<file path="config.mk">
export PLATFORM = sky130hd
export DESIGN_NAME = sofc_top
export DESIGN_NICKNAME = d
export VERILOG_FILES = /design/src/verilog/sofc_pkg.sv /design/src/verilog/sofc_top.sv
export VERILOG_INCLUDE_DIRS = /design/src /design/src/verilog
export SDC_FILE = /design/constraint.sdc
export NUM_CORES = 1
export LEC_CHECK = 0
export BUFFER_PORTS_ARGS = -buffer_cell sky130_fd_sc_hd__buf_2
export CORE_MARGIN = 10
export CORE_UTILIZATION = 53
export DETAILED_ROUTE_END_ITERATION = 8
export MAX_ROUTING_LAYER = met4
export PLACE_DENSITY = 0.76
export SETUP_SLACK_MARGIN = 0.4
export SLEW_MARGIN = 20
export SYNTH_ARGS = -nofsm -noshare
export SYNTH_HDL_FRONTEND = slang
export SYNTH_SLANG_ARGS = --single-unit
export TNS_END_PERCENT = 20
</file>
<file path="constraint.sdc">
create_clock -name i_clk -period 2.95 [get_ports i_clk]
set_clock_uncertainty 0.15 [all_clocks]
set_input_delay 0.1475 -clock i_clk [delete_from_list [all_inputs] [get_ports i_clk]]
set_output_delay 0.1475 -clock i_clk [all_outputs]
set_load 0.01 [all_outputs]
</file>
<file path="src/verilog/sofc_map.svh">
// Register offsets, field positions, reset values and timing counts
`ifndef SOFC_MAP_SVH
`define SOFC_MAP_SVH

// Register indices (byte address is four times the index)
`define SOFC_IDX_ROUTE    8'h21
`define SOFC_IDX_VLEN     8'h22
`define SOFC_IDX_HLEN     8'h23
`define SOFC_IDX_POL      8'h24
`define SOFC_IDX_CLKFMT   8'h25
`define SOFC_IDX_STATUS   8'h28

// Reset values
`define SOFC_RST_ROUTE    8'h0C
`define SOFC_RST_VLEN     8'h04
`define SOFC_RST_HLEN     8'h20
`define SOFC_RST_POL      8'hFE
`define SOFC_RST_CLKFMT   8'h72

// Routing control fields
`define SOFC_B_REGEN_SRC  7
`define SOFC_B_PLL_FILT   6
`define SOFC_B_VFILT_EN   5
`define SOFC_B_VDUR_EN    4
`define SOFC_B_AO_MODE    3
`define SOFC_B_AO_LEN     2

// Polarity and select fields
`define SOFC_B_HS_POL     7
`define SOFC_B_VS_POL     6
`define SOFC_B_DE_POL     5
`define SOFC_B_FLD_POL    4
`define SOFC_B_GS_POL     3
`define SOFC_B_CLK_INV    0

// Offset sampling timing, in pixel clocks
`define SOFC_AO_DLY_SHORT 5'd10
`define SOFC_AO_DLY_LONG  5'd16
`define SOFC_AO_SAMP_LEN  5'd6

`endif

</file>
<file path="src/verilog/sofc_pkg.sv">
// Types shared by the sync and output format block
package sofc_pkg;

	// Pixel triple, one byte per channel
	typedef struct packed {
		logic [7:0] ch_a;
		logic [7:0] ch_b;
		logic [7:0] ch_c;
	} sofc_pixel_t;

	// Sync group, active high inside the block
	typedef struct packed {
		logic hs;
		logic vs;
		logic de;
		logic field;
		logic green;
	} sofc_sync_t;

	// Offset sampling window states
	typedef enum logic [1:0] {
		SOFC_AO_IDLE = 2'b00,
		SOFC_AO_WAIT = 2'b01,
		SOFC_AO_SAMP = 2'b10
	} sofc_ao_state_t;

endpackage : sofc_pkg

</file>
<file path="src/verilog/sofc_top.sv">
// Sync conditioning and pixel output formatting with Avalon-MM registers
// How it works
// - PLL filter bit set feeds filtered hsync to PLL, raw otherwise.
// - Vsync filter starts vsync at first hsync edge, clipping one line.
// - Duration enable rebuilds filtered vsync length from programmed lines.
// - Offset sampling during clamp, or for six cycles after the post-clamp delay in mode one.
// - Post-clamp delay is 10 cycles, or 16 when length bit set.
// - Output hsync lasts the programmed pixel clocks, reset value 32.
// - Output hsync polarity bit, zero means active low.
// - Output vsync polarity bit, zero means active low.
// - Output data enable polarity bit, zero means active low.
// - Output field polarity bit, zero means active low.
// - Green sync output polarity bit, zero means active low.
// - Green sync pin shows green, raw hsync, regenerated, or PLL hsync.
// - Output clock inverted when invert bit is one, reset zero.
// - Clock select: half, pixel default, double, or 90 degree pixel.
// - Pixel repetition divides the incoming link clock for pixel rate.
// - Drive strength field, 00 weakest, 11 strongest, reset strongest.
// - Output mode maps pixel data to pins, four documented modes.
// - Enable bit makes vsync functions use regenerated hsync.
//
// The Avalon-MM interface to the registers was left to the implementer.
`timescale 1ns/10ps
`include "sofc_map.svh"

module sofc_top (
	// Clock and reset
	input  wire logic                 i_clk,
	input  wire logic                 i_srst,
	// Avalon-MM slave, word addressed
	input  wire logic [7:0]           i_avs_address,
	input  wire logic                 i_avs_read,
	input  wire logic                 i_avs_write,
	input  wire logic [3:0]           i_avs_byteenable,
	input  wire logic [31:0]          i_avs_writedata,
	output logic [31:0]               o_avs_readdata,
	output logic                      o_avs_waitrequest,
	// Sync inputs, active high
	input  wire logic                 i_hsync_raw,
	input  wire logic                 i_hsync_filt,
	input  wire logic                 i_hsync_regen,
	input  wire logic                 i_vsync,
	input  wire logic                 i_green_sync,
	input  wire logic                 i_clamp,
	input  wire logic                 i_pix_rep,
	input  wire sofc_pkg::sofc_sync_t i_sync,
	input  wire sofc_pkg::sofc_pixel_t i_pixel,
	// Conditioned sync and sampling
	output logic                      o_pll_hsync,
	output logic                      o_offset_sample,
	output sofc_pkg::sofc_sync_t      o_sync,
	// Pixel outputs
	output sofc_pkg::sofc_pixel_t     o_pixel,
	// Clock and pad control
	output logic [1:0]                o_clk_sel,
	output logic                      o_clk_invert,
	output logic                      o_pix_en,
	output logic                      o_half_clk,
	output logic [1:0]                o_drive_strength,
	output logic [1:0]                o_out_mode
);

	// Register storage
	logic [7:0] route_ff;
	logic [7:0] vlen_ff;
	logic [7:0] hlen_ff;
	logic [7:0] pol_ff;
	logic [7:0] clkfmt_ff;
	logic       ack_ff;
	logic [31:0] rdata_ff;

	// Bus decode
	wire        bus_req  = i_avs_read | i_avs_write;
	wire        wr_go    = i_avs_write & ack_ff & i_avs_byteenable[0];
	wire        sel_rt   = i_avs_address == `SOFC_IDX_ROUTE;
	wire        sel_vl   = i_avs_address == `SOFC_IDX_VLEN;
	wire        sel_hl   = i_avs_address == `SOFC_IDX_HLEN;
	wire        sel_pl   = i_avs_address == `SOFC_IDX_POL;
	wire        sel_cf   = i_avs_address == `SOFC_IDX_CLKFMT;
	wire        sel_st   = i_avs_address == `SOFC_IDX_STATUS;
	wire [7:0]  wbyte    = i_avs_writedata[7:0];

	// Waitrequest drops in the cycle after the request is seen
	assign o_avs_waitrequest = bus_req & ~ack_ff;
	assign o_avs_readdata    = rdata_ff;

	// Status byte, assembled below
	logic [7:0] status_w;

	// Read mux; unmapped indices read as zero
	wire [7:0] rd_mux =
		sel_rt ? route_ff :
		sel_vl ? vlen_ff :
		sel_hl ? hlen_ff :
		sel_pl ? pol_ff :
		sel_cf ? clkfmt_ff :
		sel_st ? status_w : 8'h00;

	// Acknowledge pulse and read data capture
	always_ff @(posedge i_clk) begin
		if (i_srst) begin
			ack_ff   <= 1'b0;
			rdata_ff <= 32'h0000_0000;
		end else begin
			ack_ff <= bus_req & ~ack_ff;
			if (i_avs_read & ~ack_ff) begin
				rdata_ff <= {24'h00_0000, rd_mux};
			end
		end
	end

	// Register writes, taken at the edge where waitrequest is low
	always_ff @(posedge i_clk) begin
		if (i_srst) begin
			route_ff  <= `SOFC_RST_ROUTE;
			vlen_ff   <= `SOFC_RST_VLEN;
			hlen_ff   <= `SOFC_RST_HLEN;
			pol_ff    <= `SOFC_RST_POL;
			clkfmt_ff <= `SOFC_RST_CLKFMT;
		end else if (wr_go) begin
			if (sel_rt) route_ff  <= wbyte;
			if (sel_vl) vlen_ff   <= wbyte;
			if (sel_hl) hlen_ff   <= wbyte;
			if (sel_pl) pol_ff    <= wbyte;
			if (sel_cf) clkfmt_ff <= wbyte;
		end
	end

	// Control field taps
	wire regen_src = route_ff[`SOFC_B_REGEN_SRC];
	wire pll_filt  = route_ff[`SOFC_B_PLL_FILT];
	wire vfilt_en  = route_ff[`SOFC_B_VFILT_EN];
	wire vdur_en   = route_ff[`SOFC_B_VDUR_EN];
	wire ao_mode   = route_ff[`SOFC_B_AO_MODE];
	wire ao_len    = route_ff[`SOFC_B_AO_LEN];

	// Hsync routing toward the PLL and vsync functions
	wire pll_hs_w = pll_filt ? i_hsync_filt : i_hsync_raw;
	wire line_hs  = regen_src ? i_hsync_regen : i_hsync_raw;

	// Edge history for the sync inputs
	logic line_hs_d_ff;
	logic out_hs_d_ff;
	logic clamp_d_ff;
	wire  line_hs_rise = line_hs & ~line_hs_d_ff;
	wire  out_hs_rise  = pll_hs_w & ~out_hs_d_ff;
	wire  clamp_fall   = ~i_clamp & clamp_d_ff;

	// Previous-cycle copies; reset to the idle low level of each input
	always_ff @(posedge i_clk) begin
		if (i_srst) begin
			line_hs_d_ff <= 1'b0;
			out_hs_d_ff  <= 1'b0;
			clamp_d_ff   <= 1'b0;
		end else begin
			line_hs_d_ff <= line_hs;
			out_hs_d_ff  <= pll_hs_w;
			clamp_d_ff   <= i_clamp;
		end
	end

	// Vsync filter: assert only at the first line edge inside vsync
	logic vfilt_ff;
	wire  nxt_vfilt = ~i_vsync ? 1'b0 :
		(line_hs_rise ? 1'b1 : vfilt_ff);

	always_ff @(posedge i_clk) begin
		if (i_srst) begin
			vfilt_ff <= 1'b0;
		end else begin
			vfilt_ff <= nxt_vfilt;
		end
	end

	// Vsync ahead of the duration block
	wire vs_pre = vfilt_en ? vfilt_ff : i_vsync;
	logic vs_pre_d_ff;
	wire  vs_pre_rise = vs_pre & ~vs_pre_d_ff;

	// Duration block: stretch vsync to the programmed line count
	logic       vdur_ff;
	logic [7:0] vcnt_ff;
	wire        vcnt_done = vcnt_ff == 8'h01;
	wire        vlen_zero = vlen_ff == 8'h00;

	always_ff @(posedge i_clk) begin
		if (i_srst) begin
			vs_pre_d_ff <= 1'b0;
			vdur_ff     <= 1'b0;
			vcnt_ff     <= 8'h00;
		end else begin
			vs_pre_d_ff <= vs_pre;
			if (vs_pre_rise && !vlen_zero) begin
				vdur_ff <= 1'b1;
				vcnt_ff <= vlen_ff;
			end else if (vdur_ff && line_hs_rise) begin
				vcnt_ff <= vcnt_ff - 8'h01;
				if (vcnt_done) vdur_ff <= 1'b0;
			end
		end
	end

	// Rebuilt vsync replaces the filtered one when enabled
	wire vs_int = vdur_en ? vdur_ff : vs_pre;

	// Output hsync: fixed pulse width in pixel clocks
	logic       hs_out_ff;
	logic [7:0] hcnt_ff;

	always_ff @(posedge i_clk) begin
		if (i_srst) begin
			hs_out_ff <= 1'b0;
			hcnt_ff   <= 8'h00;
		end else if (out_hs_rise && hlen_ff != 8'h00) begin
			hs_out_ff <= 1'b1;
			hcnt_ff   <= hlen_ff - 8'h01;
		end else if (hcnt_ff != 8'h00) begin
			hcnt_ff <= hcnt_ff - 8'h01;
		end else begin
			hs_out_ff <= 1'b0;
		end
	end

	// Offset sampling window state machine
	sofc_pkg::sofc_ao_state_t ao_st_ff;
	sofc_pkg::sofc_ao_state_t nxt_ao_st;
	logic [4:0] ao_cnt_ff;
	logic [4:0] nxt_ao_cnt;
	wire  [4:0] ao_dly = ao_len ? `SOFC_AO_DLY_LONG : `SOFC_AO_DLY_SHORT;

	always_comb begin
		nxt_ao_st  = ao_st_ff;
		nxt_ao_cnt = ao_cnt_ff;
		case (ao_st_ff)
			sofc_pkg::SOFC_AO_IDLE: begin
				if (ao_mode && clamp_fall) begin
					nxt_ao_st  = sofc_pkg::SOFC_AO_WAIT;
					nxt_ao_cnt = ao_dly - 5'd1;
				end
			end
			sofc_pkg::SOFC_AO_WAIT: begin
				if (ao_cnt_ff == 5'd0) begin
					nxt_ao_st  = sofc_pkg::SOFC_AO_SAMP;
					nxt_ao_cnt = `SOFC_AO_SAMP_LEN - 5'd1;
				end else begin
					nxt_ao_cnt = ao_cnt_ff - 5'd1;
				end
			end
			sofc_pkg::SOFC_AO_SAMP: begin
				if (ao_cnt_ff == 5'd0) begin
					nxt_ao_st = sofc_pkg::SOFC_AO_IDLE;
				end else begin
					nxt_ao_cnt = ao_cnt_ff - 5'd1;
				end
			end
			default: begin
				nxt_ao_st  = sofc_pkg::SOFC_AO_IDLE;
				nxt_ao_cnt = 5'd0;
			end
		endcase
		if (!ao_mode) begin
			nxt_ao_st  = sofc_pkg::SOFC_AO_IDLE;
			nxt_ao_cnt = 5'd0;
		end
	end

	always_ff @(posedge i_clk) begin
		if (i_srst) begin
			ao_st_ff  <= sofc_pkg::SOFC_AO_IDLE;
			ao_cnt_ff <= 5'd0;
		end else begin
			ao_st_ff  <= nxt_ao_st;
			ao_cnt_ff <= nxt_ao_cnt;
		end
	end

	// Sample flag: clamp itself in mode 0, the window in mode 1
	wire ao_samp_w = ao_mode ? (ao_st_ff == sofc_pkg::SOFC_AO_SAMP)
		: i_clamp;

	// Green sync source select
	logic gs_src;
	always_comb begin
		case (pol_ff[2:1])
			2'b00:   gs_src = i_green_sync;
			2'b01:   gs_src = i_hsync_raw;
			2'b10:   gs_src = i_hsync_regen;
			2'b11:   gs_src = pll_hs_w;
			default: gs_src = i_green_sync;
		endcase
	end

	// Pixel rate divider: every other cycle under pixel repetition
	logic div_ff;
	logic half_ff;
	wire  pix_en_w = ~i_pix_rep | div_ff;

	always_ff @(posedge i_clk) begin
		if (i_srst) begin
			div_ff  <= 1'b0;
			half_ff <= 1'b0;
		end else begin
			div_ff <= i_pix_rep ? ~div_ff : 1'b0;
			if (pix_en_w) half_ff <= ~half_ff;
		end
	end

	// Output mode data mapping; phase alternates per pixel
	sofc_pkg::sofc_pixel_t map_w;
	always_comb begin
		map_w = i_pixel;
		case (clkfmt_ff[3:2])
			2'b00: map_w = i_pixel;
			2'b01: begin
				map_w.ch_b = half_ff ? i_pixel.ch_c : i_pixel.ch_b;
				map_w.ch_c = half_ff ? i_pixel.ch_a : i_pixel.ch_b;
			end
			2'b10: begin
				map_w.ch_a = half_ff ? i_pixel.ch_b : i_pixel.ch_a;
				map_w.ch_b = half_ff ? i_pixel.ch_c : i_pixel.ch_b;
				map_w.ch_c = half_ff ? i_pixel.ch_a : i_pixel.ch_c;
			end
			2'b11: begin
				map_w.ch_b = {i_pixel.ch_b[3:0], i_pixel.ch_c[3:0]};
				map_w.ch_c = half_ff ? i_pixel.ch_c : i_pixel.ch_b;
			end
			default: map_w = i_pixel;
		endcase
	end

	// Polarity application on the internal active-high sync
	sofc_pkg::sofc_sync_t sync_w;
	assign sync_w.hs    = ~(hs_out_ff ^ pol_ff[`SOFC_B_HS_POL]);
	assign sync_w.vs    = ~(vs_int ^ pol_ff[`SOFC_B_VS_POL]);
	assign sync_w.de    = ~(i_sync.de ^ pol_ff[`SOFC_B_DE_POL]);
	assign sync_w.field = ~(i_sync.field ^ pol_ff[`SOFC_B_FLD_POL]);
	assign sync_w.green = ~(gs_src ^ pol_ff[`SOFC_B_GS_POL]);

	// Registered outputs; controls change only at a pixel boundary
	always_ff @(posedge i_clk) begin
		if (i_srst) begin
			o_pll_hsync      <= 1'b0;
			o_offset_sample  <= 1'b0;
			o_sync           <= '0;
			o_pixel          <= '0;
			o_clk_sel        <= 2'b01;
			o_clk_invert     <= 1'b0;
			o_drive_strength <= 2'b11;
			o_out_mode       <= 2'b00;
			o_half_clk       <= 1'b0;
		end else begin
			o_pll_hsync     <= pll_hs_w;
			o_offset_sample <= ao_samp_w;
			o_half_clk      <= half_ff;
			if (pix_en_w) begin
				o_sync           <= sync_w;
				o_pixel          <= map_w;
				o_clk_sel        <= clkfmt_ff[7:6];
				o_clk_invert     <= pol_ff[`SOFC_B_CLK_INV];
				o_drive_strength <= clkfmt_ff[5:4];
				o_out_mode       <= clkfmt_ff[3:2];
			end
		end
	end

	// Pixel enable goes out unregistered as the stream strobe
	assign o_pix_en = pix_en_w;

	// Status: live block state for software
	assign status_w = {2'b00, ao_st_ff, vdur_ff, vfilt_ff,
		hs_out_ff, div_ff};

endmodule : sofc_top

</file>
## Yosys cells after proc, flatten, opt, wreduce, memory -nomap -nowiden

Cells that the tools add are included.
Widths: inputs -> output; s select.

- Flip-flop bits (word level): 119

- $add $sub $neg: 5
- Equal/unequal tests: 20
- Multiplexer cells: 36
- Bitwise logic cells: 30
- Reduce and logical (&&, ||, !) cells: 26

Operators with widths:

| kind | count |
|---|---|
| $mux 8 | 14 |
| $pmux 16 s4 | 1 |
| $eq 8x6->1 const B | 6 |
| $sub 8x1->8 const B | 3 |
| $mux 5 | 4 |
| $reduce_bool 8->1 | 2 |
| $not 1->1 | 15 |
| $pmux 5 s3 | 1 |
| $reduce_and 2->1 | 7 |
| $eq 2x2->1 const B | 5 |
| $mux 1 | 10 |
| $ne 2x2->1 const B | 5 |
| $sub 5x1->5 const B | 2 |
| $and 1x1->1 | 8 |
| $eq 8x1->1 const B | 1 |
| $logic_not 8->1 | 1 |
| $eq 2x1->1 const B | 3 |
| $logic_not 2->1 | 3 |
| $mux 2 | 3 |
| $mux 6 | 1 |
| $pmux 2 s3 | 1 |
| $reduce_bool 2->1 | 3 |
| $reduce_or 2->1 | 3 |
| $logic_not 5->1 | 1 |
| other kinds (6) | 14 |

## Longest topological paths before layout

Gate-level depths: netlist of the first run.

- Depth in word-level cells: 7
- Mapped depth: 9
- Gate-level depth less buffers: 8

## Worst setup path before layout of the first run

No wires, ideal clock.

- Kind: register to register
- Start: register hlen_ff[2]
- End: register hcnt_ff[4]
- Library setup time: 0.086 ns
- Arrival time: 2.042 ns
- Path slack: 0.672 ns
- Stages on the path, launching flop included: 10
- Buffers on the path: 1
- Clock period less this slack: 2.278 ns
- Cell sequence: dfxtp_1 nor4_1 a211oi_2 buf_4 mux2i_1 ha_1 nand2_1 xnor2_1 nor2_1 a211oi_1

- Cells in the longest elaborated chain, start to end: 3
- Elaborated cells on any way between the ends: 5

RTL lines:

| item | line | text |
|---|---|---|
| from (decl) | sofc_top.sv:66 | `logic [7:0] hlen_ff;` |
| from (signal assigned) | sofc_top.sv:117 | `` hlen_ff <= `SOFC_RST_HLEN; `` |
| from (signal assigned) | sofc_top.sv:123 | `if (sel_hl) hlen_ff <= wbyte;` |
| branches (longest 3 deep; another with $sub 8x1->8) | - |  |
| to (signal assigned) | sofc_top.sv:216 | `hcnt_ff <= hlen_ff - 8'h01;` |
| to (signal assigned) | sofc_top.sv:218 | `hcnt_ff <= hcnt_ff - 8'h01;` |
| to (decl) | sofc_top.sv:208 | `logic [7:0] hcnt_ff;` |

Parallel ways; which one is timed is not known.
A chain may end at the register's enable or synchronous reset.

## Worst setup path in the final report of the first run

- Start: register half_ff
- End: register o_pixel[11] in the netlist's numbering

- Cells in the longest elaborated chain, start to end: 2

RTL lines:

| item | line | text |
|---|---|---|
| from (decl) | sofc_top.sv:295 | `logic half_ff;` |
| from (signal assigned) | sofc_top.sv:304 | `if (pix_en_w) half_ff <= ~half_ff;` |
| $mux 8 | sofc_top.sv:315, sofc_top.sv:320 |  |
| $pmux 16 s4 | sofc_top.sv:312 | `case (clkfmt_ff[3:2])` |
| to (signal assigned) | sofc_top.sv:357 | `o_pixel <= map_w;` |
| to (decl) | sofc_top.sv:53 | `output sofc_pkg::sofc_pixel_t o_pixel,` |

No other way between the ends.

==> results of run 1 <==
==> cells in the mapped netlist, types with 2 or more instances <==
library cell    n  share of area (%)
a211oi_1       18                2.2
a211oi_2        2               0.41
a21o_1          5               0.62
a21oi_1        28                2.3
a22oi_1         4               0.50
a2bb2oi_1       5               0.72
a311oi_1       18                2.6
a32oi_1         8                1.2
and3_1          2               0.21
buf_1           3               0.19
buf_2           5               0.41
buf_4          26                3.2
buf_6           2               0.37
clkbuf_1       32                2.0
dfxtp_1       119                 39
ha_1            4               0.83
inv_1           9               0.56
mux2i_1        66                 11
nand2_1        86                5.3
nand2b_1        9               0.93
nand3_1        16                1.3
nand3b_1        5               0.62
nor2_1        101                6.3
nor2b_1        16                1.7
nor3_1          7               0.58
nor3_2          2               0.33
nor3b_1         5               0.62
nor3b_2         2               0.41
nor4_1          5               0.52
o21ai_0        33                2.7
o221ai_1        5               0.72
o22a_1          2               0.29
o22ai_1         2               0.21
o31ai_1         4               0.50
o32a_1          4               0.66
or4_1           2               0.25
or4b_4          2               0.46
xnor2_1        14                2.0
xor2_1          6               0.87
==> logic make-up after synthesis <==
logic type	after synthesis	share of synthesized area [%]
and+or+nand+nor	270	21.3
AOI/OAI and AO/OA	150	17.6
DFF	119	39.4
buffers and inverters	78	6.81
muxes	67	11.1
xor gates and xnor gates	20	2.90
adders and majority gates	4	0.828
other	1	0.0620
==> sequential cells by signal (all words and copies together) (netlist names), 2 cells and up <==
signal / count
o_pixel: 24
o_sync: 5
pol_ff: 8
vlen_ff: 8
ao_cnt_ff: 5
o_avs_readdata: 8
o_clk_sel: 2
ao_st_ff: 2
vcnt_ff: 8
o_out_mode: 2
route_ff: 8
o_drive_strength: 2
clkfmt_ff: 8
hlen_ff: 8
hcnt_ff: 8
==> placed cells by master, fill, tap and decap left out, drive strengths merged, types with 6 or more instances in the layout <==
cell type    Yosys  final
dfxtp          119    119
buf             36    115
nor2           101    101
nand2           86     86
mux2i           66     66
dlygate4sd3      0     34
o21ai           33     33
a21oi           28     28
conb             1     24
a211oi          20     20
clkbuf          32     20
a311oi          18     18
nor2b           16     16
nand3           16     16
xnor2           14     14
inv             10     10
nor3            10     10
nand2b           9      9
a32oi            8      8
nor3b            7      7
xor2             6      6
clkinv           0      6
nor4             6      6
==> final cells by class <==
cell class	count	area, um^2
clock inverters	10	105
well taps	140	175
repair buffers	149	948
inverters	10	37.5
fillers	874	3510
multi-input cells	535	3360
flip-flops and latches	119	2380
clock buffers	20	457
==> worst max-delay path by stage <==
stage               slack, ns        start           to
finish                   0.60      half_ff  o_pixel[11]
global route             0.41      half_ff  o_pixel[11]
CTS                      0.54      half_ff  o_pixel[11]
detailed placement       0.14   hlen_ff[2]   hcnt_ff[4]
global placement         0.23  route_ff[6]   hcnt_ff[4]
floorplan                0.67   hlen_ff[2]   hcnt_ff[4]
==> per-stage QoR <==
| stage | setup WS (ns) | cells | hold slack, ns | instance area, um^2 |
|---|---|---|---|---|
| after floorplan | 0.672 | 732 | 0.123 | 6130 |
| after global placement | 0.232 | 918 | 0.237 | 6540 |
| after detailed placement | 0.143 | 918 | 0.240 | 6540 |
| after global routing | 0.411 | 983 | 0.0140 | 7470 |
| final | 0.598 | 983 | 0.0100 | 7470 |
| after CTS | 0.542 | 983 | 0.00428 | 7470 |
==> power by group <==
part | leakage (nW) | internal, mW | switching [mW] | total, mW
combinational | 1.87 | 0.259 | 0.342 | 0.602
sequential | 0.975 | 1.69 | 0.0727 | 1.77
clock | 0.277 | 1.26 | 0.711 | 1.98
==> tightest hold or removal path: stages <==
cell	delay [ns]
buf_2	0.09
mux2i_1	0.16
nor2_1	0.14
==> layer usage <==
| layer | up-vias | global-route usage [%] | share of wire (%) |
|---|---|---|---|
| met5 | - | - | 0 |
| met2 | 242 | 36.5 | 49 |
| met3 | 49 | 5.16 | 5.7 |
| met4 | 0 | 9.11 | 3.1 |
| li1 | 2716 | - | - |
| met1 | 2732 | 25.5 | 42 |
==> what timing repair did <==
action,CTS,global route
buffers inserted,1,0
hold buffers,34,0
endpoints found under the setup margin,2,1
pin swaps,1,0
endpoints found under the hold margin,59,0
resized for setup,3,1
==> impl_metrics.env, run 1 <==
export IMPL_status="complete, no violations"
export IMPL_whs_path_depth=3
export IMPL_crit_buf_inv=2
export IMPL_worstHoldStart="i_hsync_filt"
export IMPL_finalSetupViolations=0
export IMPL_synth_warnings=0
export IMPL_syn_avg_cell_area_um2=8.53
export IMPL_maxSlewHeadroom_pct=33.2
export IMPL_synth_edf_count=0
export IMPL_core_area_um2=11000
export IMPL_rrSetupSlack_ns=0.60
export IMPL_die_height_um=127
export IMPL_post_drt_wl_per_cell_um=18.2
export IMPL_num_vias=5739
export IMPL_io_buffers=102
export IMPL_clockBufferDepth=2
export IMPL_grt_use_total_pct=22.2
export IMPL_crit_path_max_incr_delay_ns=0.56
export IMPL_drt_pass1_iter_count=5
export IMPL_drt_iter0_drc=532
export IMPL_grt_max_degree=63
export IMPL_tightest_slew_ns=1.00
export IMPL_avgViaCountPerCell=5.84
export IMPL_cts_sinks=119
export IMPL_critPathTopFamily="buffers and inverters"
export IMPL_critical_path_slowest_cell="dfxtp_1"
export IMPL_antenna_found_initial=0
export IMPL_critPathArrivalTime_ns=2.45
export IMPL_post_route_period_util_pct=79.7
export IMPL_gp_congestion=0.924
export IMPL_worstReg2RegEnd="o_pixel[11]"
export IMPL_cp_max_fo=16
export IMPL_rr_worst_depth=6
export IMPL_drive_gt1_share_pct=19.6
export IMPL_synth_area_um2=6050
export IMPL_p_total_mw=4.34
export IMPL_min_path_type="in -> reg"
export IMPL_syn_inst=709
export IMPL_max_freq_mhz=425
export IMPL_tritoncts="done"
export IMPL_finalHoldViolations=0
export IMPL_power_density_nw_per_um2=582
export IMPL_insertion_delay_ns=0.42
export IMPL_fin_crit_ns=2.35
export IMPL_grt_overflow=0
export IMPL_finalMaxSlewViolations=0
export IMPL_crit_type="reg -> reg"
export IMPL_whs_endpoint="o_pll_hsync"
export IMPL_synth_seq_area_share_pct=39.4
export IMPL_startpoint_type="flop"
export IMPL_vdd_ir_drop_max_mv=0.304
export IMPL_syn_to_final_growth_pct=23.5
export IMPL_cts_made_buffers=17
export IMPL_htreeDepth=4
export IMPL_grt_pass1_wl_mm=28.6
export IMPL_tns_ns=0
export IMPL_synthFlopType="dfxtp_1"
export IMPL_ios=157
export IMPL_rsz0062_at_grt="no"
export IMPL_reg2reg_from="half_ff"
export IMPL_worstPathCellList="buf_4 -> o21ai_0 -> nand2_2 -> mux2i_1 -> dlygate4sd3_1 -> a211oi_1"
export IMPL_p_leak_nw=3.13
export IMPL_grt_pass1_vias=5703
export IMPL_rows=38
export IMPL_crit_cells=6
export IMPL_worst_ep_required_time_ns=3.05
export IMPL_cts_root_buf="clkbuf_16"
export IMPL_diodes=0
export IMPL_die_w_um=127
export IMPL_antenna_left=0
export IMPL_ys_types=64
export IMPL_maxCapViolations=0
export IMPL_drt_drc_violations_left=0
export IMPL_path_clk_slew_ns=0.05
export IMPL_num_nets_final=920
export IMPL_post_dp_hpwl_mm=12.5
export IMPL_ys_ff_latch=119
export IMPL_dieArea_um2=16100
export IMPL_ys_async_sr_fraction_pct=0
export IMPL_wl_mm=17.9
export IMPL_start_util_pct=55.1
export IMPL_critPathCaptureType="flop"
export IMPL_utilization_pct=68.0
No activity file was read; power rests on OpenSTA's default activity.
==> run 2: changes to the inputs <==
--- a/config.mk
+++ b/config.mk
@@ -6,12 +6,13 @@
 export SDC_FILE = /design/constraint.sdc
 export NUM_CORES = 1
 export LEC_CHECK = 0
+export ABC_AREA = 1
 export BUFFER_PORTS_ARGS = -buffer_cell sky130_fd_sc_hd__buf_2
 export CORE_MARGIN = 10
-export CORE_UTILIZATION = 53
+export CORE_UTILIZATION = 48
 export DETAILED_ROUTE_END_ITERATION = 8
 export MAX_ROUTING_LAYER = met4
-export PLACE_DENSITY = 0.76
+export PLACE_DENSITY = 0.73
 export SETUP_SLACK_MARGIN = 0.4
 export SLEW_MARGIN = 20
 export SYNTH_ARGS = -nofsm -noshare
==> constraint.sdc (replaced) <==
create_clock -name i_clk -period 2 [get_ports i_clk]
set_clock_uncertainty 0.15 [all_clocks]
set_input_delay 0.1 -clock i_clk [delete_from_list [all_inputs] [get_ports i_clk]]
set_output_delay 0.1 -clock i_clk [all_outputs]
set_load 0.01 [all_outputs]
==> run 2 against run 1 <==
Compared with the run above: the flow now finishes with violations (negative hold slack); highest routed layer unchanged; fmax increased by 32%; first-iteration DRC count increased by 13%; clock power increased by 55%; synthesized area decreased by 0.91%; critical path type unchanged; count of clock-buffer cells in the layout increased by 2; non-clock buffer count increased by 38.
==> impl_metrics.env, run 2 <==
export IMPL_status="finished, violations left"
export IMPL_violations="negative hold slack"
export IMPL_rows=40
export IMPL_regMostFlops="o_pixel"
export IMPL_drt_drc_violations_left=0
export IMPL_worstReg2RegEnd="hcnt_ff[7]"
export IMPL_finish_instance_area_um2=8200
export IMPL_postPlaceCellArea_um2=6690
export IMPL_maxCapViolations=0
export IMPL_ys_types=42
export IMPL_core_area_um2=12100
export IMPL_post_drt_wl_per_cell_um=15.7
export IMPL_min_path_type="in -> reg"
export IMPL_gp_congestion=0.906
export IMPL_rr_worst_depth=13
export IMPL_worst_ep_required_time_ns=2.16
export IMPL_seq_area_um2=2400
export IMPL_tritoncts="done"
export IMPL_io_buffers=102
export IMPL_dieArea_um2=17400
export IMPL_synthFlopType="dfxtp_1"
export IMPL_cp_max_fo=6
export IMPL_vdd_ir_drop_max_mv=0.535
export IMPL_critPathArrivalTime_ns=1.94
export IMPL_num_vias=6327
export IMPL_synth_warnings=0
export IMPL_critPathTopFamily="simple AND/OR/NAND/NOR gates"
export IMPL_syn_inst=867
export IMPL_cts_sinks=119
export IMPL_htreeDepth=4
export IMPL_drt_iter0_drc=602
export IMPL_grt_overflow=0
export IMPL_path_clk_slew_ns=0.06
export IMPL_p_leak_nw=3.97
export IMPL_synth_seq_area_share_pct=39.7
export IMPL_max_freq_mhz=562
export IMPL_tightest_slew_ns=0.539
export IMPL_worstPathCellList="inv_2 -> nand2_2 -> nand2_4 -> nor2_4 -> nand2_4 -> buf_6 -> buf_6 -> nand2_2 -> o21ai_2 -> nor2_4 -> nand2_1 -> o21ai_1 -> nor2_1"
export IMPL_ctsHoldBuffers=42
export IMPL_synth_top_cell_area_share_pct=39.7
export IMPL_critical_path_slowest_cell="dfxtp_2"
export IMPL_synth_commonest_cells="nand2_1 (185), dfxtp_1 (119), inv_1 (103)"
export IMPL_ys_ff_latch=119
export IMPL_antenna_left=0
export IMPL_fillers=1021
export IMPL_yosysMostFrequentCell="nand2_1"
export IMPL_utilization_pct=67.7
export IMPL_whs_endpoint="line_hs_d_ff"
export IMPL_cts_made_buffers=17
export IMPL_finalMaxSlewViolations=0
export IMPL_final_cell_mix="nand2_1 (170), dfxtp_1 (109), buf_2 (102)"
export IMPL_critPathCaptureType="flop"
export IMPL_power_density_nw_per_um2=874
export IMPL_whs_path_depth=2
export IMPL_synth_edf_count=0
export IMPL_crit_path_max_incr_delay_ns=0.33
export IMPL_ios=157
export IMPL_avgViaCountPerCell=5.16
export IMPL_grt_use_total_pct=21.7
export IMPL_post_dp_hpwl_mm=12.8
export IMPL_syn_to_final_growth_pct=36.9
export IMPL_reg2reg_from="route_ff[6]"
export IMPL_cts_root_buf="clkbuf_16"
export IMPL_stdcell_count=1227
export IMPL_die_height_um=132
export IMPL_tns_ns=0
export IMPL_antenna_found_initial=1
export IMPL_insertion_delay_ns=0.42
export IMPL_p_total_mw=7.17
export IMPL_finalSetupViolations=0
export IMPL_dp_cells=1132
export IMPL_yosysTopAreaCell="dfxtp_1"
export IMPL_multi_input_area_um2=3250
export IMPL_rsz0062_at_grt="yes"
export IMPL_crit_buf_inv=3
export IMPL_maxSlewHeadroom_pct=64.1
export IMPL_drt_pass1_iter_count=5
export IMPL_grt_pass1_vias=6202
export IMPL_holdWs_ns=-0.0663
export IMPL_start_util_pct=49.5
export IMPL_worstHoldStart="i_srst"
export IMPL_clockBufferDepth=2
export IMPL_ys_top_cells_by_area="dfxtp_1 (40%), nand2_1 (12%), o21ai_0 (8.4%)"
export IMPL_ys_async_sr_fraction_pct=0
export IMPL_synth_area_um2=5990
export IMPL_finalHoldViolations=15
export IMPL_startpoint_type="flop"
export IMPL_syn_avg_cell_area_um2=6.91
export IMPL_die_w_um=132
export IMPL_crit_type="reg -> reg"
export IMPL_fin_crit_ns=1.78
export IMPL_largest_register_ffs=24
export IMPL_grt_pass1_wl_mm=30.4
export IMPL_drive_gt1_share_pct=26.4
export IMPL_wl_mm=19.2
export IMPL_post_route_period_util_pct=89.0
export IMPL_num_nets_final=1134
export IMPL_rrSetupSlack_ns=0.22
export IMPL_grt_max_degree=39
export IMPL_layout_commonest_cell="nand2_1"
==> run 2: cell count changes after synthesis, moves of 25 or more <==
cell / before / now
o21ai_0: 33 / 100
mux2i_1: 66 / 8
inv_1: 9 / 103
nand2_1: 86 / 185
a21oi_1: 28 / 78
nand3_1: 16 / 41
==> run 2: timing repair <==
| action | 4_1_cts | 5_1_grt |
|---|---|---|
| endpoints found under the hold margin | 85 | 10 |
| buffers inserted | 9 | 11 |
| gates cloned | 0 | 1 |
| setup endpoints to repair | 53 | 89 |
| gates resized for setup | 44 | 67 |
| pin swaps | 17 | 28 |
==> run 2: layer usage <==
layer  GRT usage, %  up-vias  part of all wire [%]
met5              -        -                     0
met3           6.40       49                   8.8
met2           33.9      288                    47
li1               -     3150                     -
met4           10.0        0                   3.2
met1           25.3     2840                    41
==> run 2: how the worst max path moves through the flow <==
stage                            from          to  slack [ns]  cells past startpoint
after floorplan           route_ff[6]  hcnt_ff[4]        0.12                     13
after global placement    route_ff[6]  hcnt_ff[6]        0.11                     14
after detailed placement  route_ff[6]  hcnt_ff[4]        0.05                     14
after CTS                  hlen_ff[0]  hcnt_ff[6]        0.27                     14
after global routing       hlen_ff[7]  hcnt_ff[6]        0.14                     13
final                     route_ff[6]  hcnt_ff[7]        0.22                     13
==> run 2: cell families after synthesis <==
kind of cell | count (synthesis) | synth area share [%]
flops | 119 | 39.7
simple gates | 346 | 24.8
other cells | 1 | 0.0626
buf+inv | 165 | 12.1
mux | 8 | 1.34
fa+ha+maj | 4 | 0.835
xor+xnor | 10 | 1.46
compound gates | 214 | 19.6
==> run 2: area by class of cell <==
cell class	instances	area share, %
diodes	1	0.0305
clock buffers	22	5.66
clock inverters	9	1.53
inverters	114	5.45
multi-input cells	606	39.7
flip-flops and latches	119	29.2
well taps	168	2.56
repair buffers	187	15.8
repair inverters	1	0.0915
==> run 2: power breakdown <==
part,switching (mW),internal [mW]
sequential,0.108,2.51
combinational,0.886,0.595
clock,1.06,2.01
==> run 2: stage by stage <==
step           hold WS [ns]  setup slack, ns
4_1_cts             -0.0869            0.269
6_report            -0.0663            0.220
5_1_grt             -0.0334            0.136
3_3_place_gp          0.201            0.107
2_1_floorplan        0.0751            0.115
3_5_place_dp          0.204           0.0502
